## src/lles_pkg.sv

```systemverilog
// package of constants shared by the lane link error status block
package lles_pkg;

  // ****************************************************************
  // sizes
  // ****************************************************************
  localparam int LANES = 8;
  localparam int CNT_W = 8;
  localparam int ADR_W = 14;
  localparam int IDX_W = 12;
  localparam int DAT_W = 32;

  // ****************************************************************
  // register indexes, byte address is four times the index
  // ****************************************************************
  localparam logic [IDX_W-1:0] IDX_ALIGN    = 12'h46c;
  localparam logic [IDX_W-1:0] IDX_DISP     = 12'h46d;
  localparam logic [IDX_W-1:0] IDX_INVALID  = 12'h46e;
  localparam logic [IDX_W-1:0] IDX_MISPLACE = 12'h46f;
  localparam logic [IDX_W-1:0] IDX_THRESH   = 12'h480;
  localparam logic [IDX_W-1:0] IDX_CTRL     = 12'h481;
  localparam logic [IDX_W-1:0] IDX_IRQ_STAT = 12'h482;
  localparam logic [IDX_W-1:0] IDX_IRQ_MASK = 12'h483;

  // ****************************************************************
  // reset values
  // ****************************************************************
  localparam logic [7:0] FLAGS_RST  = 8'h00;
  localparam logic [7:0] THRESH_RST = 8'h01;
  localparam logic [7:0] CTRL_RST   = 8'h00;
  localparam logic [3:0] IRQ_RST    = 4'h0;
  localparam logic [7:0] CNT_RST    = 8'h00;
  localparam logic [7:0] CNT_MAX    = 8'hff;

  // ****************************************************************
  // field positions
  // ****************************************************************
  localparam int CTRL_SKIP_ALIGN_BIT = 0;
  localparam int IRQ_W               = 4;
  localparam int IRQ_DISP_BIT        = 0;
  localparam int IRQ_INVALID_BIT     = 1;
  localparam int IRQ_MISPLACE_BIT    = 2;
  localparam int IRQ_ALIGN_BIT       = 3;

endpackage

```

## src/lles_err_counter.sv

```systemverilog
// eight saturating per-lane error counters of one error kind, with threshold flags
`timescale 1ns/100ps
`default_nettype none

module lles_err_counter
  import lles_pkg::*;
(
  // clock and reset
  input  wire logic                   clk_i,
  input  wire logic                   rst_i,
  // error strobes, one per lane, one cycle per detected error
  input  wire logic [LANES-1:0]       err_i,
  // programmed threshold
  input  wire logic [CNT_W-1:0]       thresh_i,
  // per-lane flags and counts
  output logic      [LANES-1:0]       flag_o,
  output logic      [LANES*CNT_W-1:0] cnt_o
);

  genvar g;

  // one counter and one flag per lane
  generate
    for (g = 0; g < LANES; g++)
    begin : g_lane
      logic [CNT_W-1:0] cnt_q;
      logic [CNT_W-1:0] cnt_d;
      logic             flag_q;
      logic             flag_d;

      // count up, stick at full scale so a flood never wraps to zero
      always_comb
      begin
        cnt_d = cnt_q;
        if (err_i[g] && (cnt_q != CNT_MAX))
          cnt_d = cnt_q + 8'h01;
        flag_d = (cnt_d >= thresh_i);
      end

      // reset clears counts and flags together
      always_ff @(posedge clk_i)
      begin
        if (rst_i)
        begin
          cnt_q  <= CNT_RST;
          flag_q <= 1'b0;
        end
        else
        begin
          cnt_q  <= cnt_d;
          flag_q <= flag_d;
        end
      end

      assign flag_o[g]                   = flag_q;
      assign cnt_o[g*CNT_W +: CNT_W]     = cnt_q;
    end
  endgenerate

endmodule
`default_nettype wire

```

## src/lles_top.sv

```systemverilog
// lane link error status block with a classic wishbone register slave
`timescale 1ns/100ps
`default_nettype none

module lles_top
  import lles_pkg::*;
(
  // clock and reset
  input  wire logic             clk_i,
  input  wire logic             rst_i,
  // wishbone slave
  input  wire logic             wb_cyc_i,
  input  wire logic             wb_stb_i,
  input  wire logic             wb_we_i,
  input  wire logic [ADR_W-1:0] wb_adr_i,
  input  wire logic [3:0]       wb_sel_i,
  input  wire logic [DAT_W-1:0] wb_dat_i,
  output logic      [DAT_W-1:0] wb_dat_o,
  output logic                  wb_ack_o,
  // lane receiver status, same clock
  input  wire logic [LANES-1:0] lane_deskew_ok_i,
  input  wire logic [LANES-1:0] lane_disparity_err_i,
  input  wire logic [LANES-1:0] lane_invalid_code_err_i,
  input  wire logic [LANES-1:0] lane_misplaced_ctrl_err_i,
  // interrupt
  output logic                  irq_o
);

  // ****************************************************************
  // declarations
  // ****************************************************************
  logic [LANES-1:0]       align_q;
  logic [LANES-1:0]       align_d;
  logic [LANES-1:0]       disp_flag;
  logic [LANES-1:0]       inv_flag;
  logic [LANES-1:0]       mis_flag;
  logic [LANES*CNT_W-1:0] disp_cnt;
  logic [LANES*CNT_W-1:0] inv_cnt;
  logic [LANES*CNT_W-1:0] mis_cnt;
  logic [CNT_W-1:0]       thresh_q;
  logic [CNT_W-1:0]       thresh_d;
  logic [7:0]             ctrl_q;
  logic [7:0]             ctrl_d;
  logic [IRQ_W-1:0]       mask_q;
  logic [IRQ_W-1:0]       mask_d;
  logic [IRQ_W-1:0]       stat_q;
  logic [IRQ_W-1:0]       stat_d;
  logic [IRQ_W-1:0]       evt;
  logic [LANES-1:0]       disp_prev_q;
  logic [LANES-1:0]       inv_prev_q;
  logic [LANES-1:0]       mis_prev_q;
  logic [LANES-1:0]       align_prev_q;
  logic                   irq_q;
  logic                   irq_d;
  logic                   ack_q;
  logic                   ack_d;
  logic [DAT_W-1:0]       dat_q;
  logic [DAT_W-1:0]       dat_d;
  logic [IDX_W-1:0]       idx;
  logic                   req;
  logic                   wr;
  logic                   rd;
  logic                   skip_align;

  // ****************************************************************
  // lane alignment status
  // ****************************************************************

  // deskew result captured every cycle; only meaningful with the skip option clear
  always_comb
  begin
    align_d = lane_deskew_ok_i;
  end

  always_ff @(posedge clk_i)
  begin
    if (rst_i)
      align_q <= FLAGS_RST;
    else
      align_q <= align_d;
  end

  assign skip_align = ctrl_q[CTRL_SKIP_ALIGN_BIT];

  // ****************************************************************
  // error counters, one instance per error kind
  // ****************************************************************

  // running disparity errors
  lles_err_counter u_disp (
    .clk_i    (clk_i),
    .rst_i    (rst_i),
    .err_i    (lane_disparity_err_i),
    .thresh_i (thresh_q),
    .flag_o   (disp_flag),
    .cnt_o    (disp_cnt)
  );

  // symbols missing from the decode table
  lles_err_counter u_inv (
    .clk_i    (clk_i),
    .rst_i    (rst_i),
    .err_i    (lane_invalid_code_err_i),
    .thresh_i (thresh_q),
    .flag_o   (inv_flag),
    .cnt_o    (inv_cnt)
  );

  // control characters in the wrong place
  lles_err_counter u_mis (
    .clk_i    (clk_i),
    .rst_i    (rst_i),
    .err_i    (lane_misplaced_ctrl_err_i),
    .thresh_i (thresh_q),
    .flag_o   (mis_flag),
    .cnt_o    (mis_cnt)
  );

  // ****************************************************************
  // wishbone decode
  // ****************************************************************

  // word index from the byte address; ack only once per request
  assign idx = wb_adr_i[ADR_W-1:2];
  assign req = wb_cyc_i && wb_stb_i && !ack_q;
  assign wr  = req && wb_we_i;
  assign rd  = req && !wb_we_i;

  // read mux; unmapped indexes read zero and are still acked
  always_comb
  begin
    dat_d = '0;
    ack_d = req;
    if (rd)
    begin
      unique case (idx)
        IDX_ALIGN:    dat_d[7:0]       = align_q;
        IDX_DISP:     dat_d[7:0]       = disp_flag;
        IDX_INVALID:  dat_d[7:0]       = inv_flag;
        IDX_MISPLACE: dat_d[7:0]       = mis_flag;
        IDX_THRESH:   dat_d[7:0]       = thresh_q;
        IDX_CTRL:     dat_d[7:0]       = ctrl_q;
        IDX_IRQ_STAT: dat_d[IRQ_W-1:0] = stat_q;
        IDX_IRQ_MASK: dat_d[IRQ_W-1:0] = mask_q;
        default:      dat_d            = '0;
      endcase
    end
  end

  always_ff @(posedge clk_i)
  begin
    if (rst_i)
    begin
      ack_q <= 1'b0;
      dat_q <= '0;
    end
    else
    begin
      ack_q <= ack_d;
      dat_q <= dat_d;
    end
  end

  // ****************************************************************
  // writable registers
  // ****************************************************************

  // only byte lane 0 carries data; status registers ignore writes
  always_comb
  begin
    thresh_d = thresh_q;
    ctrl_d   = ctrl_q;
    mask_d   = mask_q;
    if (wr && wb_sel_i[0])
    begin
      if (idx == IDX_THRESH)
        thresh_d = wb_dat_i[7:0];
      if (idx == IDX_CTRL)
        ctrl_d = {7'h00, wb_dat_i[CTRL_SKIP_ALIGN_BIT]};
      if (idx == IDX_IRQ_MASK)
        mask_d = wb_dat_i[IRQ_W-1:0];
    end
  end

  // threshold resets nonzero so that zero counts raise no flag until a zero threshold is written
  always_ff @(posedge clk_i)
  begin
    if (rst_i)
    begin
      thresh_q <= THRESH_RST;
      ctrl_q   <= CTRL_RST;
      mask_q   <= IRQ_RST;
    end
    else
    begin
      thresh_q <= thresh_d;
      ctrl_q   <= ctrl_d;
      mask_q   <= mask_d;
    end
  end

  // ****************************************************************
  // interrupts
  // ****************************************************************

  // events: any flag rising, or a lane losing alignment while alignment is in use
  always_comb
  begin
    evt                   = '0;
    evt[IRQ_DISP_BIT]     = |(disp_flag & ~disp_prev_q);
    evt[IRQ_INVALID_BIT]  = |(inv_flag & ~inv_prev_q);
    evt[IRQ_MISPLACE_BIT] = |(mis_flag & ~mis_prev_q);
    evt[IRQ_ALIGN_BIT]    = !skip_align && |(~align_q & align_prev_q);
    // a read clears the status, but an event in the same cycle still lands
    stat_d = stat_q;
    if (rd && (idx == IDX_IRQ_STAT))
      stat_d = '0;
    stat_d = stat_d | evt;
    irq_d  = |(stat_d & mask_d);
  end

  always_ff @(posedge clk_i)
  begin
    if (rst_i)
    begin
      stat_q       <= IRQ_RST;
      irq_q        <= 1'b0;
      disp_prev_q  <= FLAGS_RST;
      inv_prev_q   <= FLAGS_RST;
      mis_prev_q   <= FLAGS_RST;
      align_prev_q <= FLAGS_RST;
    end
    else
    begin
      stat_q       <= stat_d;
      irq_q        <= irq_d;
      disp_prev_q  <= disp_flag;
      inv_prev_q   <= inv_flag;
      mis_prev_q   <= mis_flag;
      align_prev_q <= align_q;
    end
  end

  // outputs straight from flops
  assign wb_dat_o = dat_q;
  assign wb_ack_o = ack_q;
  assign irq_o    = irq_q;

  // ****************************************************************
  // checks
  // ****************************************************************

  // lanes whose count reaches the threshold
  function automatic logic [LANES-1:0] lanes_ge(input logic [LANES*CNT_W-1:0] c,
                                                 input logic [CNT_W-1:0] t);
    logic [LANES-1:0] r;
    r = '0;
    for (int i = 0; i < LANES; i++)
      r[i] = (c[i*CNT_W +: CNT_W] >= t);
    return r;
  endfunction

  property p_align_follows;
    @(posedge clk_i) disable iff (rst_i)
      !$past(rst_i) |-> (align_q == $past(lane_deskew_ok_i));
  endproperty
  a_align_follows: assert property (p_align_follows)
    else $error("alignment flags do not follow deskew status");

  property p_disp_flag;
    @(posedge clk_i) disable iff (rst_i)
      !$past(rst_i) |-> (disp_flag == lanes_ge(disp_cnt, $past(thresh_q)));
  endproperty
  a_disp_flag: assert property (p_disp_flag)
    else $error("disparity flags disagree with counts");

  property p_inv_flag;
    @(posedge clk_i) disable iff (rst_i)
      !$past(rst_i) |-> (inv_flag == lanes_ge(inv_cnt, $past(thresh_q)));
  endproperty
  a_inv_flag: assert property (p_inv_flag)
    else $error("invalid code flags disagree with counts");

  property p_mis_flag;
    @(posedge clk_i) disable iff (rst_i)
      !$past(rst_i) |-> (mis_flag == lanes_ge(mis_cnt, $past(thresh_q)));
  endproperty
  a_mis_flag: assert property (p_mis_flag)
    else $error("misplaced control flags disagree with counts");

  property p_below_clear;
    @(posedge clk_i) disable iff (rst_i)
      (thresh_q == $past(thresh_q)) && (disp_cnt[CNT_W-1:0] < thresh_q)
        |-> !disp_flag[0] && !(inv_cnt[CNT_W-1:0] < thresh_q && inv_flag[0]);
  endproperty
  a_below_clear: assert property (p_below_clear)
    else $error("flag set while count is below threshold");

  property p_count_step;
    @(posedge clk_i) disable iff (rst_i)
      lane_disparity_err_i[0] && (disp_cnt[CNT_W-1:0] != CNT_MAX)
        |=> (disp_cnt[CNT_W-1:0] == $past(disp_cnt[CNT_W-1:0]) + 8'h01);
  endproperty
  a_count_step: assert property (p_count_step)
    else $error("disparity counter did not step on an error");

  property p_count_sat;
    @(posedge clk_i) disable iff (rst_i)
      (mis_cnt[CNT_W-1:0] == CNT_MAX) |=> (mis_cnt[CNT_W-1:0] == CNT_MAX);
  endproperty
  a_count_sat: assert property (p_count_sat)
    else $error("saturated counter moved");

  property p_ack_pulse;
    @(posedge clk_i) disable iff (rst_i)
      wb_cyc_i && wb_stb_i && !wb_ack_o |=> wb_ack_o ##1 !wb_ack_o;
  endproperty
  a_ack_pulse: assert property (p_ack_pulse)
    else $error("bus ack is not a single cycle after the request");

  property p_irq_level;
    @(posedge clk_i) disable iff (rst_i)
      !$past(rst_i) |-> (irq_o == |(stat_q & mask_q));
  endproperty
  a_irq_level: assert property (p_irq_level)
    else $error("interrupt output disagrees with status and mask");

endmodule
`default_nettype wire

```

## config.mk

```make
export PLATFORM = sky130hd
export DESIGN_NAME = lles_top
export DESIGN_NICKNAME = d
export VERILOG_FILES = /design/src/lles_pkg.sv /design/src/lles_err_counter.sv /design/src/lles_top.sv
export SDC_FILE = /design/constraint.sdc
export NUM_CORES = 1
export LEC_CHECK = 0
export BUFFER_PORTS_ARGS = -buffer_cell sky130_fd_sc_hd__buf_2
export CORE_MARGIN = 1
export CORE_UTILIZATION = 50
export CTS_BUF_LIST = sky130_fd_sc_hd__clkbuf_4 sky130_fd_sc_hd__clkbuf_8
export CTS_CLUSTER_SIZE = 12
export DETAILED_ROUTE_END_ITERATION = 8
export PLACE_DENSITY = 0.66
export SLEW_MARGIN = 40
export SYNTH_ARGS = -nofsm -noshare
export SYNTH_HDL_FRONTEND = slang
export SYNTH_SLANG_ARGS = --single-unit
```

## constraint.sdc

```tcl
create_clock -name clk_i -period 6.6 [get_ports clk_i]
set_clock_uncertainty 0.05 [all_clocks]
set_input_delay 0.33 -clock clk_i [delete_from_list [all_inputs] [get_ports clk_i]]
set_output_delay 0.33 -clock clk_i [all_outputs]
set_load 0.02 [all_outputs]
```

-- Yosys cells after proc, flatten, opt, wreduce, memory -nomap -nowiden
Index checks and enable logic that the tools add are counted.
- multipliers: 0
- $add $sub $neg: 24
- shift-type cells: 0
- equality and inequality tests: 32
- mux-type cells: 29
- reduce and logical (&&, ||, !) cells: 42
- order comparisons: 24
- div/mod/pow operators: 0
- bitwise operators: 11
- operators by type and width (kind ; number):
    $add A8 B1 Y8 const B ; 24
    $ge A8 B8 Y1 ; 24
    $mux W8 ; 24
    $ne A8 B8 Y1 const B ; 24
    $eq A12 B11 Y1 const B ; 8
    $and A8 B8 Y8 ; 4
    $not A8 Y8 ; 4
    $pmux W4 S8 ; 1
    $reduce_or A8 Y1 ; 4
    $logic_and A1 B1 Y1 ; 31
    $pmux W4 S5 ; 1
    $mux W4 ; 3
    $and A4 B4 Y4 ; 1
    $or A4 B4 Y4 ; 1
    $reduce_and A2 Y1 ; 2
    $reduce_or A4 Y1 ; 1
    $logic_not A1 Y1 ; 3
    $reduce_or A2 Y1 ; 1
    $not A1 Y1 ; 1
- output and inout bits: 34
- ROM bits: 0
- bits in registers: 307
- input bits: 87
- memories: 0
- bits in writable memories: 0
- logic and storage cells: 223
- bits in latches: 0

-- Longest topological paths before layout
- depth in word-level cells: 8
- gate-level depth with buffers: 11
- mapped depth without buffers: 11

-- Cells and area by module
Synthesis repeated with hierarchy kept, for this count alone.
- cell total of the unflattened synthesis: 1911
- area total of the unflattened synthesis: 17332.9 µm²
- by module, submodules not included (module ; area an instance (µm²) ; sequential area each (µm²) ; cells an instance ; instances):
    lles_err_counter (u_disp ...) ; 4784.6 ; 1441.4 ; 537 ; 2
    lles_err_counter (u_inv) ; 4860.9 ; 1441.4 ; 529 ; 1
    lles_top ; 2902.8 ; 1341.3 ; 308 ; 1

-- Worst setup path after synthesis
No wires, ideal clock.
- kind: in2reg
- start: in wb_adr_i[4]
- end: reg irq_q, in the netlist irq_o
- setup time: 0.115 ns
- arrival time: 2.502 ns
- path buffers: 0
- required time: 6.435 ns
- stages on the path: 6
- setup slack: 3.934 ns
- path through: or4_4 -> or4_4 -> or4_4 -> a2111oi_4 -> o22ai_1 -> o21a_1
- longest elaborated chain between the ends: 6
- elaborated cells between the ends (all ways): 9
- those cells by class: 2 x eq/ne; 3 x mux; 2 x bitwise; 2 x reduce/logical
- RTL lines (what ; RTL line ; source):
    start, declared ; lles_top.sv:15 ; input wire logic [ADR_W-1:0] wb_adr_i,
    $eq A12 B11 Y1 ; lles_top.sv:216 ; if (rd && (idx == IDX_IRQ_STAT))
    $logic_and A1 B1 Y1 ; lles_top.sv:216 ;
    $mux W4 ; lles_top.sv:216 ;
    $or A4 B4 Y4 ; lles_top.sv:218 ; stat_d = stat_d | evt;
    $and A4 B4 Y4 * ; lles_top.sv:219 ; irq_d = |(stat_d & mask_d);
    $reduce_or A4 Y1 * ; lles_top.sv:219 ;
    end signal, assigned ; lles_top.sv:236 ; irq_q <= irq_d;
    end, declared ; lles_top.sv:53 ; logic irq_q;
Mark *: on every way between the ends. The rest lies on a longest branch, timed or not.
A chain may end at the register's enable or synchronous reset.

-- Worst setup path after layout
- start: reg u_disp.g_lane[5].cnt_q[0]
- end: reg u_disp.g_lane[5].flag_q
- longest elaborated chain between the ends: 4
- elaborated cells between the ends (all ways): 5
- those cells by class: 1 x add/sub; 1 x order compare; 1 x eq/ne; 1 x mux; 1 x reduce/logical
- RTL lines (what ; RTL line ; source):
    start, declared ; lles_err_counter.sv:26 ; logic [CNT_W-1:0] cnt_q;
    start signal, assigned ; lles_err_counter.sv:50 ; cnt_q <= cnt_d;
    branches (longest 2 deep; another with $add A8 B1 Y8) ; n/a ;
    $mux W8 * ; lles_err_counter.sv:35 ; if (err_i[g] && (cnt_q != CNT_MAX))
    named net u_disp.g_lane[5].cnt_d[1] ; lles_err_counter.sv:27 ; logic [CNT_W-1:0] cnt_d;
    $ge A8 B8 Y1 * ; lles_err_counter.sv:37 ; flag_d = (cnt_d >= thresh_i);
    end signal, assigned ; lles_err_counter.sv:51 ; flag_q <= flag_d;
    end, declared ; lles_err_counter.sv:28 ; logic flag_q;
Mark *: on every way through the listed nets, which the timed path passes.

==> impl_metrics.yaml <==
die:
  fp.dieH_um: 180
  die-area_mm2: 0.0325
  io_pins: 121
  num_rows: 64
  die_w_um: 180
  core_mm2: 0.0309
  initial_core_util: 0.515
sta:
  layout_min_cycle_time_ns: 2.87
  post-route-period-util: 0.434
  whs_ns: 0.0438
  setup-tns-final_ns: 0
  finalMaxSlewViolations: 0
  relSlewSlack: 0.420
  fmax_ghz: 0.349
  rsz0062_at_grt: "no"
  setup_violations: 0
  worstMarginPinSlew_ns: 0.868
  hold_viol_final: 0
pwr:
  powerDensity_mw_per_mm2: 227
  power_w: 0.00406
  leakagePower_nw: 8.22
  vdd_ir_drop_max_uv: 134
clocking:
  cts_buffers: 50
  hold_buffers: 16
  root_buffer: "clkbuf_8"
  clk_pin_slew_worst_paths_ns: 0.06
  clockBufferDepth: 3
  cts_sinks: 283
  cts_max_level: 2
  tritoncts: "built"
  postCtsSetupBuffers: 0
  clock_latency_ns: 0.58
  cts.repair.resized: 0
critical_path:
  critPathArrivalTime_ns: 3.28
  rrSetupSlack_ns: 3.73
  start_kind: "flip-flop"
  required_ns: 7.01
  cp-end-kind: "flip-flop"
  crit_fanout: 3
  crit_type: "flip-flop to flip-flop"
drt:
  wl_per_cell_um: 15.7
  drtPass1Iterations: 5
  route.vias.total: 11900
  wirelength_um: 34900
  ant_nets: 0
  drtIter0Drc: 496
  drc: 0
  routed_via_density: 5.33
layout:
  final_common_cell: "dfxtp_1"
  final_cell_mix: "283 x dfxtp_1, 216 x ha_1, 176 x and2_1"
  final_net_count: 2095
  final_util: 0.578
  final_cell_area_mm2: 0.0179
  layout-drive-gt1-share: 0.111
  areaGrowthSynthToFinish_pct: 12.3
global_route:
  grt_util_all_layers: 0.216
  grt_pass1_vias: 11500
  gr-total-overflow: 0
  grt_first_pass_wirelength_um: 56900
  grt_start_max_net_pins: 120
  antenna_found_initial: 3
yosys:
  ys_seq_elements: 283
  synth_edf_count: 0
  yosysTopAreaCell: "dfxtp_1"
  ys_warn_count: 0
  yosysSeqAreaShare: 0.356
  synthTopCellsByArea: "dfxtp_1 36%, ha_1 17%, and2_1 6.9%"
  syn-instance-count: 1683
  synth_cell_type_count: 51
  synthArstFlopShare: 0
  avgSynthCellArea_um2: 9.45
  synthesis.area_mm2: 0.0159
  synth_ff_type: "dfxtp_1"
  synth_top_area_frac: 0.356
placed_design:
  dpl_cell_area_mm2: 0.0166
  dpl.hpwl_um: 23800
  gp_congestion: 0.848
  portBuffers: 67
run_status:
  outcome: "complete, no violations"
worst_hold_path:
  hp-class: "primary input to flip-flop"
job:
  max_cap_violations: 0
-- metal layers --
layer	vias to the layer above	GRT usage	wire (um)
li1	6093	-	-
met5	-	0	0
met4	0	0.0756	974
met2	188	0.374	16300
met3	79	0.0364	1420
met1	5512	0.270	16200
-- flip-flops by register name, summed over array words and instances (netlist names), 4 cells and up --
| register | flops |
|---|---|
| align_prev_q | 8 |
| align_q | 8 |
| disp_prev_q | 8 |
| inv_prev_q | 8 |
| mask_q | 4 |
| mis_prev_q | 8 |
| stat_q | 4 |
| thresh_q | 8 |
| u_disp.g_lane.cnt_q | 64 |
| u_disp.g_lane.flag_q | 8 |
| u_inv.g_lane.cnt_q | 64 |
| u_inv.g_lane.flag_q | 8 |
| u_mis.g_lane.cnt_q | 64 |
| u_mis.g_lane.flag_q | 8 |
| wb_dat_o | 8 |
-- stage by stage --
| step | cells | setup WS, ns |
|---|---|---|
| floorplan | 1706 | 3.93 |
| global placement | 2120 | 3.68 |
| detailed placement | 2120 | 3.66 |
| CTS | 2226 | 3.71 |
| global route | 2228 | 3.54 |
| finish | 2229 | 3.73 |
-- cell type report --
| cell class | instances | area, um^2 |
|---|---|---|
| diodes | 3 | 7.51 |
| clock buffers | 80 | 1040 |
| repair buffers | 93 | 573 |
| multi-input cells | 1311 | 9830 |
| flip-flops and latches | 283 | 5670 |
| well taps | 396 | 495 |
| fillers | 2780 | 13000 |
| inverters | 53 | 209 |
| clock inverters | 10 | 55.1 |
-- final timing paths --
path                                             end  cells after the start                            startpoint
setup / recovery  u_disp.g_lane[5].flag_q$_SDFF_PP0_                     10  u_disp.g_lane[5].cnt_q[0]$_SDFF_PP0_
hold / removal                wb_dat_o[0]$_SDFF_PP0_                      3                           wb_adr_i[3]
setup reg to reg  u_disp.g_lane[5].flag_q$_SDFF_PP0_                     10  u_disp.g_lane[5].cnt_q[0]$_SDFF_PP0_
hold reg to reg             mis_prev_q[7]$_SDFF_PP0_                      2     u_mis.g_lane[7].flag_q$_SDFF_PP0_
-- logic make-up (layout without fill, tap and decap cells) --
kind of cell | after synthesis | count (layout) | share of synthesized area
XOR/XNOR | 168 | 168 | 0.0925
AO/OA/AOI/OAI | 255 | 255 | 0.112
buffers and inverters | 112 | 236 | 0.0321
flip-flops | 283 | 283 | 0.356
other | 1 | 27 | 0.000236
multiplexers | 41 | 41 | 0.0277
adder cells (fa/ha/maj) | 216 | 216 | 0.170
AND/OR/NAND/NOR | 607 | 607 | 0.210
-- worst max-delay path: stages (launching register included) --
cell and delay (ns):
dfxtp_1 0.37, ha_1 0.19, inv_1 0.04, o41ai_1 0.62
mux2_2 0.41, ha_1 0.27, a21o_1 0.15, a21o_1 0.17
a21oi_1 0.17, o21ai_0 0.12, a22o_1 0.19
-- power by group --
group	switching, W	leakage [nW]	internal [W]
registers	0.0000653	2.31	0.00179
clock network	0.000737	0.581	0.000995
logic	0.000236	5.34	0.000238
total	0.00104	8.22	0.00302
-- synth_stat cells (all sizes together) (2+ instances only) --
cell / n
nand4: 39
nor3b: 5
o21ai: 32
inv: 51
ha: 216
nand2b: 31
o31a: 5
o311ai: 2
dfxtp: 283
nor2b: 45
xnor2: 100
a221o: 2
and3: 23
nor4: 4
xor2: 68
o2bb2ai: 2
o211ai: 2
a31oi: 9
a21o: 72
a21oi: 54
or2: 2
and2: 176
nor2: 101
nor3: 6
and4: 19
mux2i: 17
a222oi: 5
or4: 4
a22o: 24
a22oi: 9
clkinv: 2
o41ai: 2
nand3: 66
a41oi: 5
buf: 26
a2111oi: 2
o21a: 10
clkbuf: 33
mux2: 24
o22ai: 17
nand2: 82
Power figures use the tool's default switching activity.
